`src/pkg/fwsr_pkg.sv`:
```
package fwsr_pkg;
   localparam int        DATA_W          = 16;
   localparam int        ADDR_W          = 19;
   // Status bit positions on the data bus
   localparam int        POLL_BIT        = 7;
   localparam int        TOGGLE_BIT      = 6;
   localparam int        TIMEOUT_BIT     = 5;
   localparam int        TIMER_BIT       = 3;
   localparam int        SECT_TOGGLE_BIT = 2;
   // Controller register offsets
   localparam logic [3:0] REG_CTRL       = 4'h0;
   localparam logic [3:0] REG_ADDR       = 4'h1;
   localparam logic [3:0] REG_WDATA      = 4'h2;
   localparam logic [3:0] REG_STATUS     = 4'h3;
   localparam logic [3:0] REG_RDATA      = 4'h4;
   localparam logic [3:0] REG_LAST       = 4'h5;
   // Control command bits
   localparam int        CMD_READ        = 0;
   localparam int        CMD_WRITE       = 1;
   localparam int        CMD_POLL        = 2;
   localparam int        CMD_ABORT       = 3;
   // Reset command value
   localparam logic [15:0] RESET_CMD     = 16'h00F0;
   // Bus timing in cycles of 100 ns
   localparam int        CLK_NS          = 100;
   localparam int        STROBE_NS       = 100;
   localparam int        STROBE_CYC      = (STROBE_NS + CLK_NS - 1) / CLK_NS;
   localparam int        GAP_NS          = 100;
   localparam int        GAP_CYC         = (GAP_NS + CLK_NS - 1) / CLK_NS;
   // Poll result codes
   localparam logic [1:0] RES_NONE       = 2'h0;
   localparam logic [1:0] RES_DONE       = 2'h1;
   localparam logic [1:0] RES_FAIL       = 2'h2;
   typedef enum logic [2:0] {
      ST_IDLE  = 3'b000,
      ST_READ  = 3'b001,
      ST_WRITE = 3'b010,
      ST_GAP   = 3'b011,
      ST_EVAL  = 3'b100
   } fwsr_state_type;
endpackage

```
`src/design/fwsr_host.sv`:
```
// Overview of operation
// - Chip select and output enable together frame reads
// - Host queues reset command in write data after timeout
// - Host rechecks toggling when error bit set
// - Host combines toggle and sector toggle bits
// - Host reads twice and compares toggle
// - Still toggling with error means fail, reset
// - Restart polling from double read after abandon
`timescale 1ns/100ps
`default_nettype none
module fwsr_host (
   input  wire logic                        clock_i,
   input  wire logic                        rstn_i,
   input  wire logic [3:0]                  reg_addr_i,
   input  wire logic [15:0]                 reg_wdata_i,
   input  wire logic                        reg_wr_i,
   input  wire logic                        reg_rd_i,
   output logic      [15:0]                 reg_rdata_o,
   output logic      [fwsr_pkg::ADDR_W-1:0] flash_addr_o,
   output logic      [fwsr_pkg::DATA_W-1:0] flash_dq_o,
   output logic                             flash_dq_oe_o,
   input  wire logic [fwsr_pkg::DATA_W-1:0] flash_dq_i,
   output logic                             flash_ce_n_o,
   output logic                             flash_oe_n_o,
   output logic                             flash_we_n_o,
   input  wire logic                        ready_busy_n_i
);
   fwsr_pkg::fwsr_state_type state_r;
   logic [fwsr_pkg::DATA_W-1:0] dq_sync;
   logic                        dev_busy_sync;
   logic [fwsr_pkg::ADDR_W-1:0] addr_r;
   logic [15:0]                 wdata_r;
   logic [15:0]                 rdata_r;
   logic [15:0]                 last_r;
   logic [2:0]                  cnt_r;
   logic                        polling_r;
   logic                        have_first_r;
   logic                        err_seen_r;
   logic [1:0]                  result_r;
   logic                        busy;
   logic                        sect_tog_r;
   logic                        tog_moved;
   logic                        sect_moved;
   logic                        fail_now;

   // Data pins and ready/busy are asynchronous to our clock
   fwsr_sync #(.W(fwsr_pkg::DATA_W + 1)) u_sync (
      .clock_i (clock_i),
      .rstn_i  (rstn_i),
      // Busy travels in true polarity so the reset value reads as not busy
      .d_i     ({~ready_busy_n_i, flash_dq_i}),
      .q_o     ({dev_busy_sync, dq_sync})
   );

   assign busy = (state_r != fwsr_pkg::ST_IDLE);

   // Compare the newest sample with the one before it
   assign tog_moved  = rdata_r[fwsr_pkg::TOGGLE_BIT] != last_r[fwsr_pkg::TOGGLE_BIT];
   assign sect_moved = rdata_r[fwsr_pkg::SECT_TOGGLE_BIT] !=
                       last_r[fwsr_pkg::SECT_TOGGLE_BIT];
   // Still toggling after the error bit: give up and queue the reset command
   assign fail_now   = state_r == fwsr_pkg::ST_EVAL && polling_r && have_first_r &&
                       err_seen_r && tog_moved;

   // Register writes
   always_ff @(posedge clock_i or negedge rstn_i) begin
      if (!rstn_i) begin
         addr_r  <= '0;
         wdata_r <= '0;
      end else if (reg_wr_i) begin
         if (reg_addr_i == fwsr_pkg::REG_ADDR) begin
            addr_r <= {3'h0, reg_wdata_i};
         end else if (reg_addr_i == fwsr_pkg::REG_WDATA) begin
            wdata_r <= reg_wdata_i;
         end
      end else if (fail_now) begin
         wdata_r <= fwsr_pkg::RESET_CMD;
      end
   end

   // Read data, one cycle after the strobe
   always_ff @(posedge clock_i or negedge rstn_i) begin
      if (!rstn_i) begin
         reg_rdata_o <= '0;
      end else if (reg_rd_i) begin
         if (reg_addr_i == fwsr_pkg::REG_ADDR) begin
            reg_rdata_o <= addr_r[15:0];
         end else if (reg_addr_i == fwsr_pkg::REG_WDATA) begin
            reg_rdata_o <= wdata_r;
         end else if (reg_addr_i == fwsr_pkg::REG_STATUS) begin
            reg_rdata_o <= {9'h000, sect_tog_r, dev_busy_sync, err_seen_r, polling_r,
                            result_r, busy};
         end else if (reg_addr_i == fwsr_pkg::REG_RDATA) begin
            reg_rdata_o <= rdata_r;
         end else if (reg_addr_i == fwsr_pkg::REG_LAST) begin
            reg_rdata_o <= last_r;
         end else begin
            reg_rdata_o <= '0;
         end
      end else begin
         reg_rdata_o <= '0;
      end
   end

   // Bus sequencer
   always_ff @(posedge clock_i or negedge rstn_i) begin
      if (!rstn_i) begin
         state_r <= fwsr_pkg::ST_IDLE;
         cnt_r   <= '0;
      end else begin
         case (state_r)
            fwsr_pkg::ST_IDLE: begin
               cnt_r <= 3'(fwsr_pkg::STROBE_CYC + 2);
               if (reg_wr_i && reg_addr_i == fwsr_pkg::REG_CTRL) begin
                  if (reg_wdata_i[fwsr_pkg::CMD_WRITE]) begin
                     state_r <= fwsr_pkg::ST_WRITE;
                  end else if (reg_wdata_i[fwsr_pkg::CMD_READ] ||
                               reg_wdata_i[fwsr_pkg::CMD_POLL]) begin
                     state_r <= fwsr_pkg::ST_READ;
                  end
               end
            end
            fwsr_pkg::ST_READ: begin
               // Hold strobe through the sync delay so the sample is settled
               if (cnt_r == 3'h0) begin
                  state_r <= fwsr_pkg::ST_GAP;
                  cnt_r   <= 3'(fwsr_pkg::GAP_CYC);
               end else begin
                  cnt_r <= cnt_r - 3'h1;
               end
            end
            fwsr_pkg::ST_WRITE: begin
               if (cnt_r == 3'h0) begin
                  state_r <= fwsr_pkg::ST_IDLE;
               end else begin
                  cnt_r <= cnt_r - 3'h1;
               end
            end
            fwsr_pkg::ST_GAP: begin
               // Rising strobe ends the read cycle; device advances toggle here
               if (cnt_r == 3'h0) begin
                  state_r <= polling_r ? fwsr_pkg::ST_EVAL : fwsr_pkg::ST_IDLE;
               end else begin
                  cnt_r <= cnt_r - 3'h1;
               end
            end
            fwsr_pkg::ST_EVAL: begin
               state_r <= (result_r == fwsr_pkg::RES_NONE && polling_r) ?
                          fwsr_pkg::ST_IDLE : fwsr_pkg::ST_IDLE;
            end
            default: state_r <= fwsr_pkg::ST_IDLE;
         endcase
      end
   end

   // Pin drive
   always_ff @(posedge clock_i or negedge rstn_i) begin
      if (!rstn_i) begin
         flash_addr_o  <= '0;
         flash_dq_o    <= '0;
         flash_dq_oe_o <= 1'b0;
         flash_ce_n_o  <= 1'b1;
         flash_oe_n_o  <= 1'b1;
         flash_we_n_o  <= 1'b1;
      end else begin
         flash_addr_o  <= addr_r;
         flash_dq_o    <= wdata_r;
         flash_dq_oe_o <= (state_r == fwsr_pkg::ST_WRITE);
         flash_ce_n_o  <= !(state_r == fwsr_pkg::ST_WRITE || state_r == fwsr_pkg::ST_READ);
         // Both strobes pulse per read, either one would advance the toggle
         flash_oe_n_o  <= !(state_r == fwsr_pkg::ST_READ);
         flash_we_n_o  <= !(state_r == fwsr_pkg::ST_WRITE && cnt_r != 3'h0);
      end
   end

   // Toggle polling procedure
   always_ff @(posedge clock_i or negedge rstn_i) begin
      if (!rstn_i) begin
         polling_r    <= 1'b0;
         have_first_r <= 1'b0;
         err_seen_r   <= 1'b0;
         result_r     <= fwsr_pkg::RES_NONE;
         rdata_r      <= '0;
         last_r       <= '0;
         sect_tog_r   <= 1'b0;
      end else if (reg_wr_i && reg_addr_i == fwsr_pkg::REG_CTRL &&
                   (reg_wdata_i[fwsr_pkg::CMD_ABORT] ||
                    (reg_wdata_i[fwsr_pkg::CMD_POLL] && !busy))) begin
         // Abandon or restart always begins with a fresh double read
         polling_r    <= reg_wdata_i[fwsr_pkg::CMD_POLL] && !reg_wdata_i[fwsr_pkg::CMD_ABORT];
         have_first_r <= 1'b0;
         sect_tog_r   <= 1'b0;
         err_seen_r   <= 1'b0;
         result_r     <= fwsr_pkg::RES_NONE;
      end else if (state_r == fwsr_pkg::ST_GAP && cnt_r == 3'(fwsr_pkg::GAP_CYC)) begin
         rdata_r <= dq_sync;
      end else if (state_r == fwsr_pkg::ST_EVAL) begin
         last_r       <= rdata_r;
         have_first_r <= 1'b1;
         if (have_first_r) begin
            // Sector toggle picks the sector, main toggle tells erase from suspend
            sect_tog_r <= sect_moved;
            if (rdata_r[fwsr_pkg::TOGGLE_BIT] == last_r[fwsr_pkg::TOGGLE_BIT]) begin
               result_r  <= fwsr_pkg::RES_DONE;
               polling_r <= 1'b0;
            end else if (err_seen_r) begin
               result_r  <= fwsr_pkg::RES_FAIL;
               polling_r <= 1'b0;
            end else if (rdata_r[fwsr_pkg::TIMEOUT_BIT]) begin
               err_seen_r <= 1'b1;
            end
         end
      end
   end
endmodule // fwsr_host
`default_nettype wire

```
`src/design/fwsr_sync.sv`:
```
`timescale 1ns/100ps
`default_nettype none
module fwsr_sync #(
   parameter int W = 1
) (
   input  wire logic         clock_i,
   input  wire logic         rstn_i,
   input  wire logic [W-1:0] d_i,
   output logic      [W-1:0] q_o
);
   logic [W-1:0] meta_r;
   always_ff @(posedge clock_i or negedge rstn_i) begin
      if (!rstn_i) begin
         meta_r <= '0;
         q_o    <= '0;
      end else begin
         meta_r <= d_i;
         q_o    <= meta_r;
      end
   end
endmodule // fwsr_sync
`default_nettype wire

```
`config.mk`:
```
export PLATFORM = sky130hd
export DESIGN_NAME = fwsr_host
export DESIGN_NICKNAME = d
export VERILOG_FILES = /design/src/pkg/fwsr_pkg.sv /design/src/design/fwsr_host.sv /design/src/design/fwsr_sync.sv
export SDC_FILE = /design/constraint.sdc
export NUM_CORES = 1
export LEC_CHECK = 0
export ABC_AREA = 1
export BUFFER_PORTS_ARGS = -buffer_cell sky130_fd_sc_hd__buf_2
export CELL_PAD_IN_SITES_DETAIL_PLACEMENT = 1
export CELL_PAD_IN_SITES_GLOBAL_PLACEMENT = 2
export CORE_ASPECT_RATIO = 1.75
export CORE_MARGIN = 2
export CORE_UTILIZATION = 39
export CTS_CLUSTER_DIAMETER = 40
export DETAILED_ROUTE_END_ITERATION = 8
export GPL_ROUTABILITY_DRIVEN = 0
export PLACE_DENSITY_LB_ADDON = 0.1
export SLEW_MARGIN = 20
export SYNTH_ARGS = -nofsm -noshare
export SYNTH_HDL_FRONTEND = slang
export SYNTH_SLANG_ARGS = --single-unit
```
`constraint.sdc`:
```
create_clock -name clock_i -period 2.4 [get_ports clock_i]
set_input_delay 0.48 -clock clock_i [delete_from_list [all_inputs] [get_ports clock_i]]
set_output_delay 0.48 -clock clock_i [all_outputs]
set_load 0.01 [all_outputs]
```
; After elaboration in Yosys (flattened, before gate mapping)
; Cells that the tools add are included.
[totals]
ram_bits = 0
latchBits = 0
n_memories = 0
mem_bits_ro = 0
regBits = 162
out_inout_bits = 55
[op_classes]
div = 0
n_mul = 0
shifts = 0
n_reduce_logical = 39
mux = 47
n_eq_ne = 23
addsub = 1
order_cmp = 0
n_bitwise = 3
[ops]
columns = operator, n
row1 = $mux 16, 10
row2 = $mux 3, 9
row3 = $mux 1, 20
row4 = $ne 2x2->1 const B, 8
row5 = $mux 2, 6
row6 = $pmux 3 s4, 1
row7 = $reduce_bool 3->1, 4
row8 = $logic_and 1x1->1, 10
row9 = $pmux 3 s3, 1
row10 = $reduce_and 3->1, 3
row11 = $eq 4x2->1 const B, 2
row12 = $eq 4x3->1 const B, 2
row13 = $reduce_and 2->1, 4
row14 = $reduce_and 4->1, 2
row15 = $eq 3x1->1 const B, 2
row16 = $eq 3x2->1 const B, 2
row17 = $logic_not 3->1, 2
row18 = $reduce_bool 2->1, 3
row19 = $logic_not 1->1, 5
row20 = $reduce_and 5->1, 1
row21 = $eq 4x1->1 const B, 1
row22 = $logic_not 4->1, 1
row23 = $eq 3x3->1 const B, 1
row24 = $logic_or 1x1->1, 3
row25 = other kinds (7), 10

; Longest topological paths before layout
; Gate-level depths: netlist of the first run.
[logic_depth]
word_depth = 7
mapped_depth = 9

; Cells and area by module
; Synthesis of the first run repeated with hierarchy kept, for this count alone.
[unflattened]
cells_unflattened = 586
hier_area_um2 = 6197.2
[modules_own_cells]
columns = mod, area_per_inst_um2, n_inst, cells_per_inst
row1 = fwsr_host, 5346.4, 1, 552
row2 = fwsr_sync, 850.8, 1, 34

; Worst setup path after synthesis of the first run
; Ideal clock, no wire load.
[synth_timing]
path_type = input to register
from = input reg_addr_i[3]
to = register last_r[0]
slack_ps = 978
t_required_ps = 2283
setup_ps = 117
t_arrival_ps = 1305
path_buffers = 2
cell_stages = 8
path_cell_list = nor2_4 nand3_2 inv_2 nand2_4 buf_6 buf_6 nand3_1 nand2_1
[synth_via]
elab_chain_cells = 5
[synth_rtl]
columns = element, line_no
row1 = start: declaration, fwsr_host.sv:14  ; input wire logic [3:0] reg_addr_i,
row2 = $logic_not 4->1, fwsr_host.sv:186  ; end else if (reg_wr_i && reg_addr_i == fwsr_pkg::REG_CTRL &&
row3 = $logic_and 1x1->1 (2 in a row), fwsr_host.sv:186
row4 = $not 1->1 (no line), --
row5 = $reduce_and 3->1 (no line), --
row6 = end signal: assignment, fwsr_host.sv:198  ; last_r <= rdata_r;
row7 = end: declaration, fwsr_host.sv:34  ; logic [15:0] last_r;
; No other way between the ends.
; A chain may end at the register's enable or synchronous reset.

; Worst setup path after layout of the first run
[layout_timing]
from = register state_r[1]
to = register wdata_r[9]
[layout_via]
elab_chain_cells = 7
[layout_rtl]
columns = element, line_no
row1 = start: declaration, fwsr_host.sv:28  ; fwsr_pkg::fwsr_state_type state_r;
row2 = start signal: assignment, fwsr_host.sv:108  ; state_r <= fwsr_pkg::ST_IDLE;
row3 = start signal: assignment, fwsr_host.sv:116  ; state_r <= fwsr_pkg::ST_WRITE;
row4 = start signal: assignment, fwsr_host.sv:119  ; state_r <= fwsr_pkg::ST_READ;
row5 = $eq 3x3->1, --
row6 = $logic_and 1x1->1 (3 in a row), fwsr_host.sv:62  ; assign fail_now = state_r == fwsr_pkg::ST_EVAL && polling_r && have_first_r &&
row7 = $logic_and 1x1->1, fwsr_host.sv:63  ; err_seen_r && tog_moved;
row8 = $reduce_bool 2->1 (no line), --
row9 = $reduce_and 3->1 (no line), --
row10 = end signal: assignment, fwsr_host.sv:74  ; wdata_r <= reg_wdata_i;
row11 = end signal: assignment, fwsr_host.sv:77  ; wdata_r <= fwsr_pkg::RESET_CMD;
row12 = end: declaration, fwsr_host.sv:32  ; logic [15:0] wdata_r;
; No other way between the ends.

==> results of run 1 <==
## power groups by stage
stage	sequential (W)	clock, W	combinational (W)
6_report	0.00365	0.00262	0.00133
5_1_grt	0.00372	0.00281	0.00154
4_1_cts	0.00366	0.00269	0.00138
3_5_place_dp	0.00371	0	0.00137
3_3_place_gp	0.00367	0	0.00133
2_1_floorplan	0.00371	0	0.000790
## per-layer routing
| layer | track usage [%] | routed length (um) |
|---|---|---|
| met1 | 22.2 | 6020 |
| met2 | 29.8 | 7270 |
| met3 | 2.71 | 414 |
| met4 | 6.13 | 173 |
| met5 | 0 | 0 |
## layout make-up
type / count / share of cell area, %
Inverter: 67 / 3.44
Timing Repair Buffer: 101 / 7.61
Clock inverter: 14 / 1.90
Sequential cell: 162 / 55.0
Multi-Input combinational cell: 325 / 22.9
Tap cell: 186 / 3.15
Clock buffer: 18 / 5.95
## per-stage QoR
step | cells | total power (W) | util [%] | setup WS (ns) | cell area, um^2
4_1_cts | 873 | 0.00773 | 47.7 | 0.566 | 7380
5_1_grt | 873 | 0.00808 | 47.7 | 0.404 | 7380
6_report | 873 | 0.00760 | 47.7 | 0.570 | 7380
3_3_place_gp | 840 | 0.00500 | 43.9 | 0.559 | 6790
2_1_floorplan | 577 | 0.00450 | - | 0.978 | 6180
3_5_place_dp | 840 | 0.00507 | 43.9 | 0.492 | 6790
## final timing paths
path | to | slack, ns
worst max-delay path | wdata_r[9] | 0.57
worst min-delay path | u_sync.meta_r[14] | 0.16
worst max register to register | wdata_r[9] | 0.57
worst min register to register | u_sync.q_o[2] | 0.35
max in group asynchronous | flash_we_n_o | 1.11
min in group asynchronous | flash_addr_o[14] | 0.54
## state kept, by name, indices dropped and copies added, names as in the netlist, 2 cells and up
| name | count |
|---|---|
| flash_addr_o | 16 |
| last_r | 16 |
| u_sync.q_o | 17 |
| addr_r | 16 |
| wdata_r | 16 |
| state_r | 3 |
| rdata_r | 16 |
| u_sync.meta_r | 17 |
| result_r | 2 |
| reg_rdata_o | 16 |
| flash_dq_o | 16 |
| cnt_r | 3 |
## worst max-delay path, stage by stage (launching register included)
cell     delay (ns)
dfrtp_1        0.45
nor2_2         0.18
nand2_1        0.14
nor2_4         0.17
nand3_1        0.11
nand2_1        0.31
buf_4          0.26
o22ai_1        0.09
## cell usage in the layout, fill, tap and decap left out, types with 3 or more instances in the layout
master and instances:
nand2_4 5, conb_1 3, nor2_2 3, inv_1 63, a21oi_1 17, dfrtp_1 159
inv_6 6, o22ai_1 12, dfstp_2 3, nor2_4 5, buf_2 91, nand2_1 86
buf_4 6, ha_1 3, inv_2 3, o21ai_0 44, clkbuf_16 17, o21ai_2 17
o21ai_1 16, nand3_1 56, a21oi_2 4, nor2_1 39
## cell families (layout without fill, tap and decap cells)
family / Yosys count / after routing
xor gates and xnor gates: 3 / 3
AOI/OAI and AO/OA: 114 / 114
buffers and inverters: 90 / 200
other: 1 / 3
and+or+nand+nor: 202 / 202
DFF: 162 / 162
adders and majority gates: 3 / 3
==> impl_results.md, run 1 <==
- Clock root buffer: clkbuf_16
- Portion of netlist area occupied by mux cells: 0%
- Worst voltage drop across the vdd grid: 0.505 mV
- Cells after Synth: 575
- Yosys top cell area share: 64.4%
- Clock latency at the later pin of the worst-skew pair: 0.42 ns
- Worst-path maximum fanout: 12
- Routed WL per cell: 15.9 um
- Part of the total power dissipated in combinational logic: 17.6%
- Flip-flop and latch count after synthesis: 162
- ANT nets after route: 0
- Min Hold Slack: 0.161 ns
- Type of element capturing the critical path: flip-flop
- Worst hold stages: 1
- Xor and xnor area share after synthesis: 0.425%
- Fill cells: 1,761
- Final Hold Violating Endpoints: 0
- Post-synth top cells: 159 x dfrtp_1, 86 x nand2_1, 63 x inv_1
- Count of cells along the worst register-to-register path: 7
- Total clock sinks: 162
- Adder and majority cell fraction of the synthesized area: 0.608%
- Area growth from synthesis to final layout: 19.4%
- Compound-gate portion of the synthesized area: 11.0%
- CTS max path bufs: 2
- Distinct cell type count after synthesis: 34
- Max transition margin: 65.2%
- Die height: 170 um
- Sequential share of power: 48.0%
- Min-delay worst type: in2reg
- Num ports: 96
- Global-route wire length before repair: 23.1 mm
- Final period demand of the worst path: 1.83 ns
- Dominant cell by count in the synthesized netlist: dfrtp_1
- Per-cell via count in the routed design: 4.86
- Post-CTS sizing: 0
- Setup TNS after final layout: 0 ns
- Post-Route Skew: 0.0136 ns
- Yosys Warn Count: 0
- Prevailing post-synth register cell: dfrtp_1
- Post-synth top area cell: dfrtp_1
- Number of slew-limit violations in the final report: 0
- Via count of the routed design: 4,240
- Die Area: 16,900 um^2
- Switching part of the total power: 31.2%
- H-Tree Depth: 4
- First-pass iteration count of the detailed router: 4
- Routed WL: 13.9 mm
- Leakage power of the design: 3.76 nW
- Synth Area in Simple Gates: 15.2%
- Slew at the pin with the worst max-slew slack: 0.518 ns
- Crit Reg-Reg Startpoint: state_r[1]
- Net switching power figure: 0.00237 W
- Number of nets at the end of the flow: 718
- Highest attainable clock frequency: 0.547 GHz
- Fraction of the cycle the final worst path needs: 76.2%
- DRC violation count after routing: 0
- DP HPWL: 9.96 mm
- Start point of the critical path: state_r[1]
- Data required time of the worst path: 2.70 ns
- Combined flip-flop and latch cell area: 4060 um^2
- Area of the multi-input gates: 1690 um^2
- Crit path DAT: 2.13 ns
- RSZ-0062 raised after global routing: no
- Port Buffers: 92
- Total gr overflow: 0
- Startpoint type of the worst setup path: flip-flop
- Number of antenna violations at the first check in global routing: 0
- TritonCTS clock tree: built
- Die span in x: 99.1 um
- Share of async-settable or async-resettable flops after synthesis: 100%
- Portion of total power attributed to the clock network: 34.5%
- Post-CTS Setup Bufs: 0
- Violation count after the first detailed-route iteration: 132
- Clock edge transition at the registers on the reported setup and hold paths: 0.07 ns
- Via count of the first global-routing pass: 4,517
- Count of hold-fix buffers inserted at cts: 1
- Critical hold path startpoint: flash_dq_i[14]
- Share of final-layout standard cells stronger than drive strength 1: 25.9%
- Post-synthesis average cell area: 10.7 um^2
- Effective utilization at floorplan: 39.9%
- Netlist Area Pre-Place: 6180 um^2
- Number of inserted diodes: 0
- Crit path kind: reg2reg
- Total Routing Usage GR: 17.4%
- Portion of the post-synthesis area used by sequential elements: 65.7%
- Largest net degree at the start of global routing: 54
- Row cnt: 60
- Internal power: 0.00523 W
- Cell types occupying the most area after synthesis: dfrtp_1 64%, nand2_1 5.2%, nand3_1 4.5%
- EDFF count, synth: 0
- Areal power density over the cells: 1030 nW/um^2
- Maximum Capacitance Violations: 0
- Status: completed
- Number of buffers created by CTS: 17
- Dominant combinational cell family by area after synthesis: simple AND/OR/NAND/NOR gates
- Area of the core region: 15,500 um^2
- # setup viols final: 0
(Power assumes the default switching activity.)
==> inputs of run 2 (changes only) <==
--- a/config.mk
+++ b/config.mk
@@ -5,13 +5,13 @@
 export SDC_FILE = /design/constraint.sdc
 export NUM_CORES = 1
 export LEC_CHECK = 0
-export ABC_AREA = 1
+export ABC_AREA = 0
 export BUFFER_PORTS_ARGS = -buffer_cell sky130_fd_sc_hd__buf_2
 export CELL_PAD_IN_SITES_DETAIL_PLACEMENT = 1
 export CELL_PAD_IN_SITES_GLOBAL_PLACEMENT = 2
 export CORE_ASPECT_RATIO = 1.75
 export CORE_MARGIN = 2
-export CORE_UTILIZATION = 39
+export CORE_UTILIZATION = 38
 export CTS_CLUSTER_DIAMETER = 40
 export DETAILED_ROUTE_END_ITERATION = 8
 export GPL_ROUTABILITY_DRIVEN = 0
==> constraint.sdc (replaced) <==
create_clock -name clock_i -period 1.7 [get_ports clock_i]
set_input_delay 0.34 -clock clock_i [delete_from_list [all_inputs] [get_ports clock_i]]
set_output_delay 0.34 -clock clock_i [all_outputs]
set_load 0.01 [all_outputs]
==> run 2 against run 1 <==
Compared with the run above: largest cell class unchanged; area after synthesis fell by 1.6%; combinational power increased by 40%; critical path type unchanged; fmax is 2.9% higher; sequential share of layout area down 3.2 points; register-to-register slack got worse by 0.65 ns; the flow now finishes with violations (setup timing).
==> impl_results.md, run 2 <==
- Status: finished, violations left
- Failing checks: setup timing
- Slew at the pin with the worst max-slew slack: 0.525 ns (+0.00678 ns)
- Commonest non-fill, non-tap cell in the layout: dfrtp_1
- Post-Route Skew: 0.0127 ns (-0.000835 ns)
- Type of element capturing the critical path: flip-flop
- Dominant cell by count in the synthesized netlist: dfrtp_1
- Number of nets at the end of the flow: 636 (-11%)
- Number of antenna violations at the first check in global routing: 0 (unchanged)
- Worst-path maximum fanout: 8 (-4)
- Fill cells: 1,631 (-7.4%)
- CP bufs+invs: 1 (unchanged)
- Routed WL per cell: 19.8 um (+25%)
- Violation count after the first detailed-route iteration: 149 (+13%)
- Worst voltage drop across the vdd grid: 0.662 mV (+31%)
- TritonCTS clock tree: built
- Yosys Warn Count: 0 (unchanged)
- DRC violation count after routing: 0 (unchanged)
- Distinct cell type count after synthesis: 57 (+68%)
- Netlist Area Pre-Place: 6080 um^2 (-1.6%)
- Crit path DAT: 2.08 ns (-0.05 ns)
- Areal power density over the cells: 1360 nW/um^2 (+32%)
- Via count of the routed design: 4,008 (-5.5%)
- Max incr delay on CP: 0.40 ns (-0.05 ns)
- Total gr overflow: 0 (unchanged)
- Per-cell via count in the routed design: 5.05 (+4.1%)
- Final period demand of the worst path: 1.78 ns (-0.0518 ns)
- Largest net degree at the start of global routing: 44 (-19%)
- Fraction of the cycle the final worst path needs: 105% (+28 points)
- Total Routing Usage GR: 19.7% (+2.3 points)
- Largest registers: u_sync.meta_r: 17 flops, u_sync.q_o: 17 flops
- DP HPWL: 11.5 mm (+15%)
- Number of slew-limit violations in the final report: 0 (unchanged)
- Family with the most delay on the worst path: simple AND/OR/NAND/NOR gates
- Row cnt: 61 (+1.7%)
- Clock root buffer: clkbuf_16
- Max transition margin: 65.0% (-0.19 points)
- CTS max path bufs: 2 (unchanged)
- Die span in x: 99.6 um (+0.47%)
- Yosys top cell area share: 65.5% (+1.0 points)
- Maximum Capacitance Violations: 0 (unchanged)
- Clock edge transition at the registers on the reported setup and hold paths: 0.07 ns (about the same)
- Min-delay worst type: in2reg
- Effective utilization at floorplan: 38.5% (-1.5 points)
- Num ports: 96 (unchanged)
- Share of final-layout standard cells stronger than drive strength 1: 39.7% (+14 points)
- Share of async-settable or async-resettable flops after synthesis: 100% (unchanged)
- Area of the core region: 15,800 um^2 (+2.2%)
- Crit path kind: reg2reg
- Slowest stage cell on the critical path: dfrtp_1
- Leakage power of the design: 3.85 nW (+2.6%)
- Flip-flop and latch count after synthesis: 162 (unchanged)
- Number of buffers created by CTS: 17 (unchanged)
- Cell area after layout: 7830 um^2 (+6.1%)
- Commonest cells after routing, fill and taps aside: 159 x dfrtp_1, 91 x buf_2, 45 x buf_4, 44 x nand2_1, 29 x mux2_4
- Minimum setup slack after placement: -0.154 ns (-0.646 ns)
- First-pass iteration count of the detailed router: 4 (unchanged)
- RSZ-0062 raised after global routing: yes
- Die height: 171 um (+0.48%)
- Portion of the post-synthesis area used by sequential elements: 66.8% (+1.1 points)
- ANT nets after route: 0 (unchanged)
- Number of inserted diodes: 0 (unchanged)
- Post-synth top cells: 159 x dfrtp_1, 45 x nand2_1, 27 x nor2_1
- Instance area after placement: 7140 um^2 (+5.1%)
- Clock latency at the later pin of the worst-skew pair: 0.42 ns (about the same)
- EDFF count, synth: 0 (unchanged)
- Data required time of the worst path: 2.00 ns (-0.70 ns)
- Worst setup margin: -0.0779 ns (-0.648 ns)
- Prevailing post-synth register cell: dfrtp_1
- Total clock sinks: 162 (unchanged)
- Routed WL: 15.7 mm (+13%)
- Cell Chain, Critical Path: nor4b_4 > o211a_4 > nand4bb_4 > clkbuf_16 > mux2_4
- # setup viols final: 16 (+16)
- Via count of the first global-routing pass: 4,495 (-0.49%)
- Area growth from synthesis to final layout: 28.8%
- Highest attainable clock frequency: 0.562 GHz (+2.9%)
- Cells after Synth: 447 (-22%)
- Port Buffers: 92 (unchanged)
- Post-synthesis average cell area: 13.6 um^2 (+27%)
- H-Tree Depth: 4 (unchanged)
- Post-CTS Setup Bufs: 0 (unchanged)
- Global-route wire length before repair: 24.8 mm (+7.2%)
- Cell types occupying the most area after synthesis: dfrtp_1 65%, mux2_4 4.9%, mux2_2 3.9%
- Startpoint type of the worst setup path: flip-flop
- Final Hold Violating Endpoints: 0 (unchanged)
- Post-synth top area cell: dfrtp_1
- R2R Setup Slk: -0.08 ns (-0.65 ns)
- Die Area: 17,100 um^2 (+0.96%)
- Core Util, Final: 49.6% (+1.9 points)
==> run 2: final cells by class <==
type,count,area [um^2],share of cell area (%)
clock buffers,19,433,5.53
multi-input cells,260,1960,25.0
clock inverters,12,146,1.87
well taps,189,236,3.02
repair buffers,147,982,12.5
inverters,4,15.0,0.192
flip-flops and latches,162,4060,51.8
==> run 2: path summary, 6_finish.rpt <==
check                                   from          endpoint  cells after the start
setup / recovery                  state_r[1]        rdata_r[6]                      5
hold / removal                 flash_dq_i[3]  u_sync.meta_r[3]                      1
setup reg to reg                  state_r[1]        rdata_r[6]                      5
hold reg to reg            u_sync.meta_r[15]    u_sync.q_o[15]                      0
max in group asynchronous             rstn_i         last_r[5]                      3
min in group asynchronous             rstn_i        rdata_r[8]                      2
==> run 2: cells by family after synthesis <==
family                     share of synthesized area, %
xor gates and xnor gates                          0.288
DFF                                                66.8
AOI/OAI and AO/OA                                  8.28
adders and majority gates                         0.618
muxes                                              11.9
other                                            0.0617
and+or+nand+nor                                    9.70
buffers and inverters                              2.43
==> run 2: routing by layer <==
metal	track usage, %	part of all wire (%)	vias up
met5	0	0	-
met4	9.41	3.5	0
met3	3.66	2.4	24
met2	37.5	58	87
met1	20.3	36	2060
li1	-	-	1837
==> run 2: through the flow <==
| step | hold slack, ns | total power, W | setup TNS (ns) | instances |
|---|---|---|---|---|
| final | 0.0187 | 0.0107 | -0.910 | 793 |
| after global routing | 0.00625 | 0.0112 | -1.37 | 793 |
| after CTS | 0.00274 | 0.0108 | -1.37 | 793 |
| after detailed placement | 0.294 | 0.00691 | -3.16 | 760 |
| after global placement | 0.288 | 0.00682 | -2.05 | 760 |
| after floorplan | 0.0444 | 0.00598 | -0.960 | 449 |
==> run 2: power breakdown <==
part	switching, W	total, W	leakage (nW)	internal [W]
combinational	0.000917	0.00186	1.54	0.000943
clock	0.00159	0.00378	0.279	0.00219
sequential	0.000490	0.00505	2.03	0.00456
total	0.00300	0.0107	3.85	0.00769
==> run 2: timing repair <==
| item | in CTS | in global routing |
|---|---|---|
| resized for setup | 9 | 11 |
| pin swaps | 3 | 4 |
| gates cloned | 1 | 0 |
| setup endpoints to repair | 23 | 35 |
| hold buffers | 1 | 0 |
| endpoints found under the hold margin | 35 | 0 |
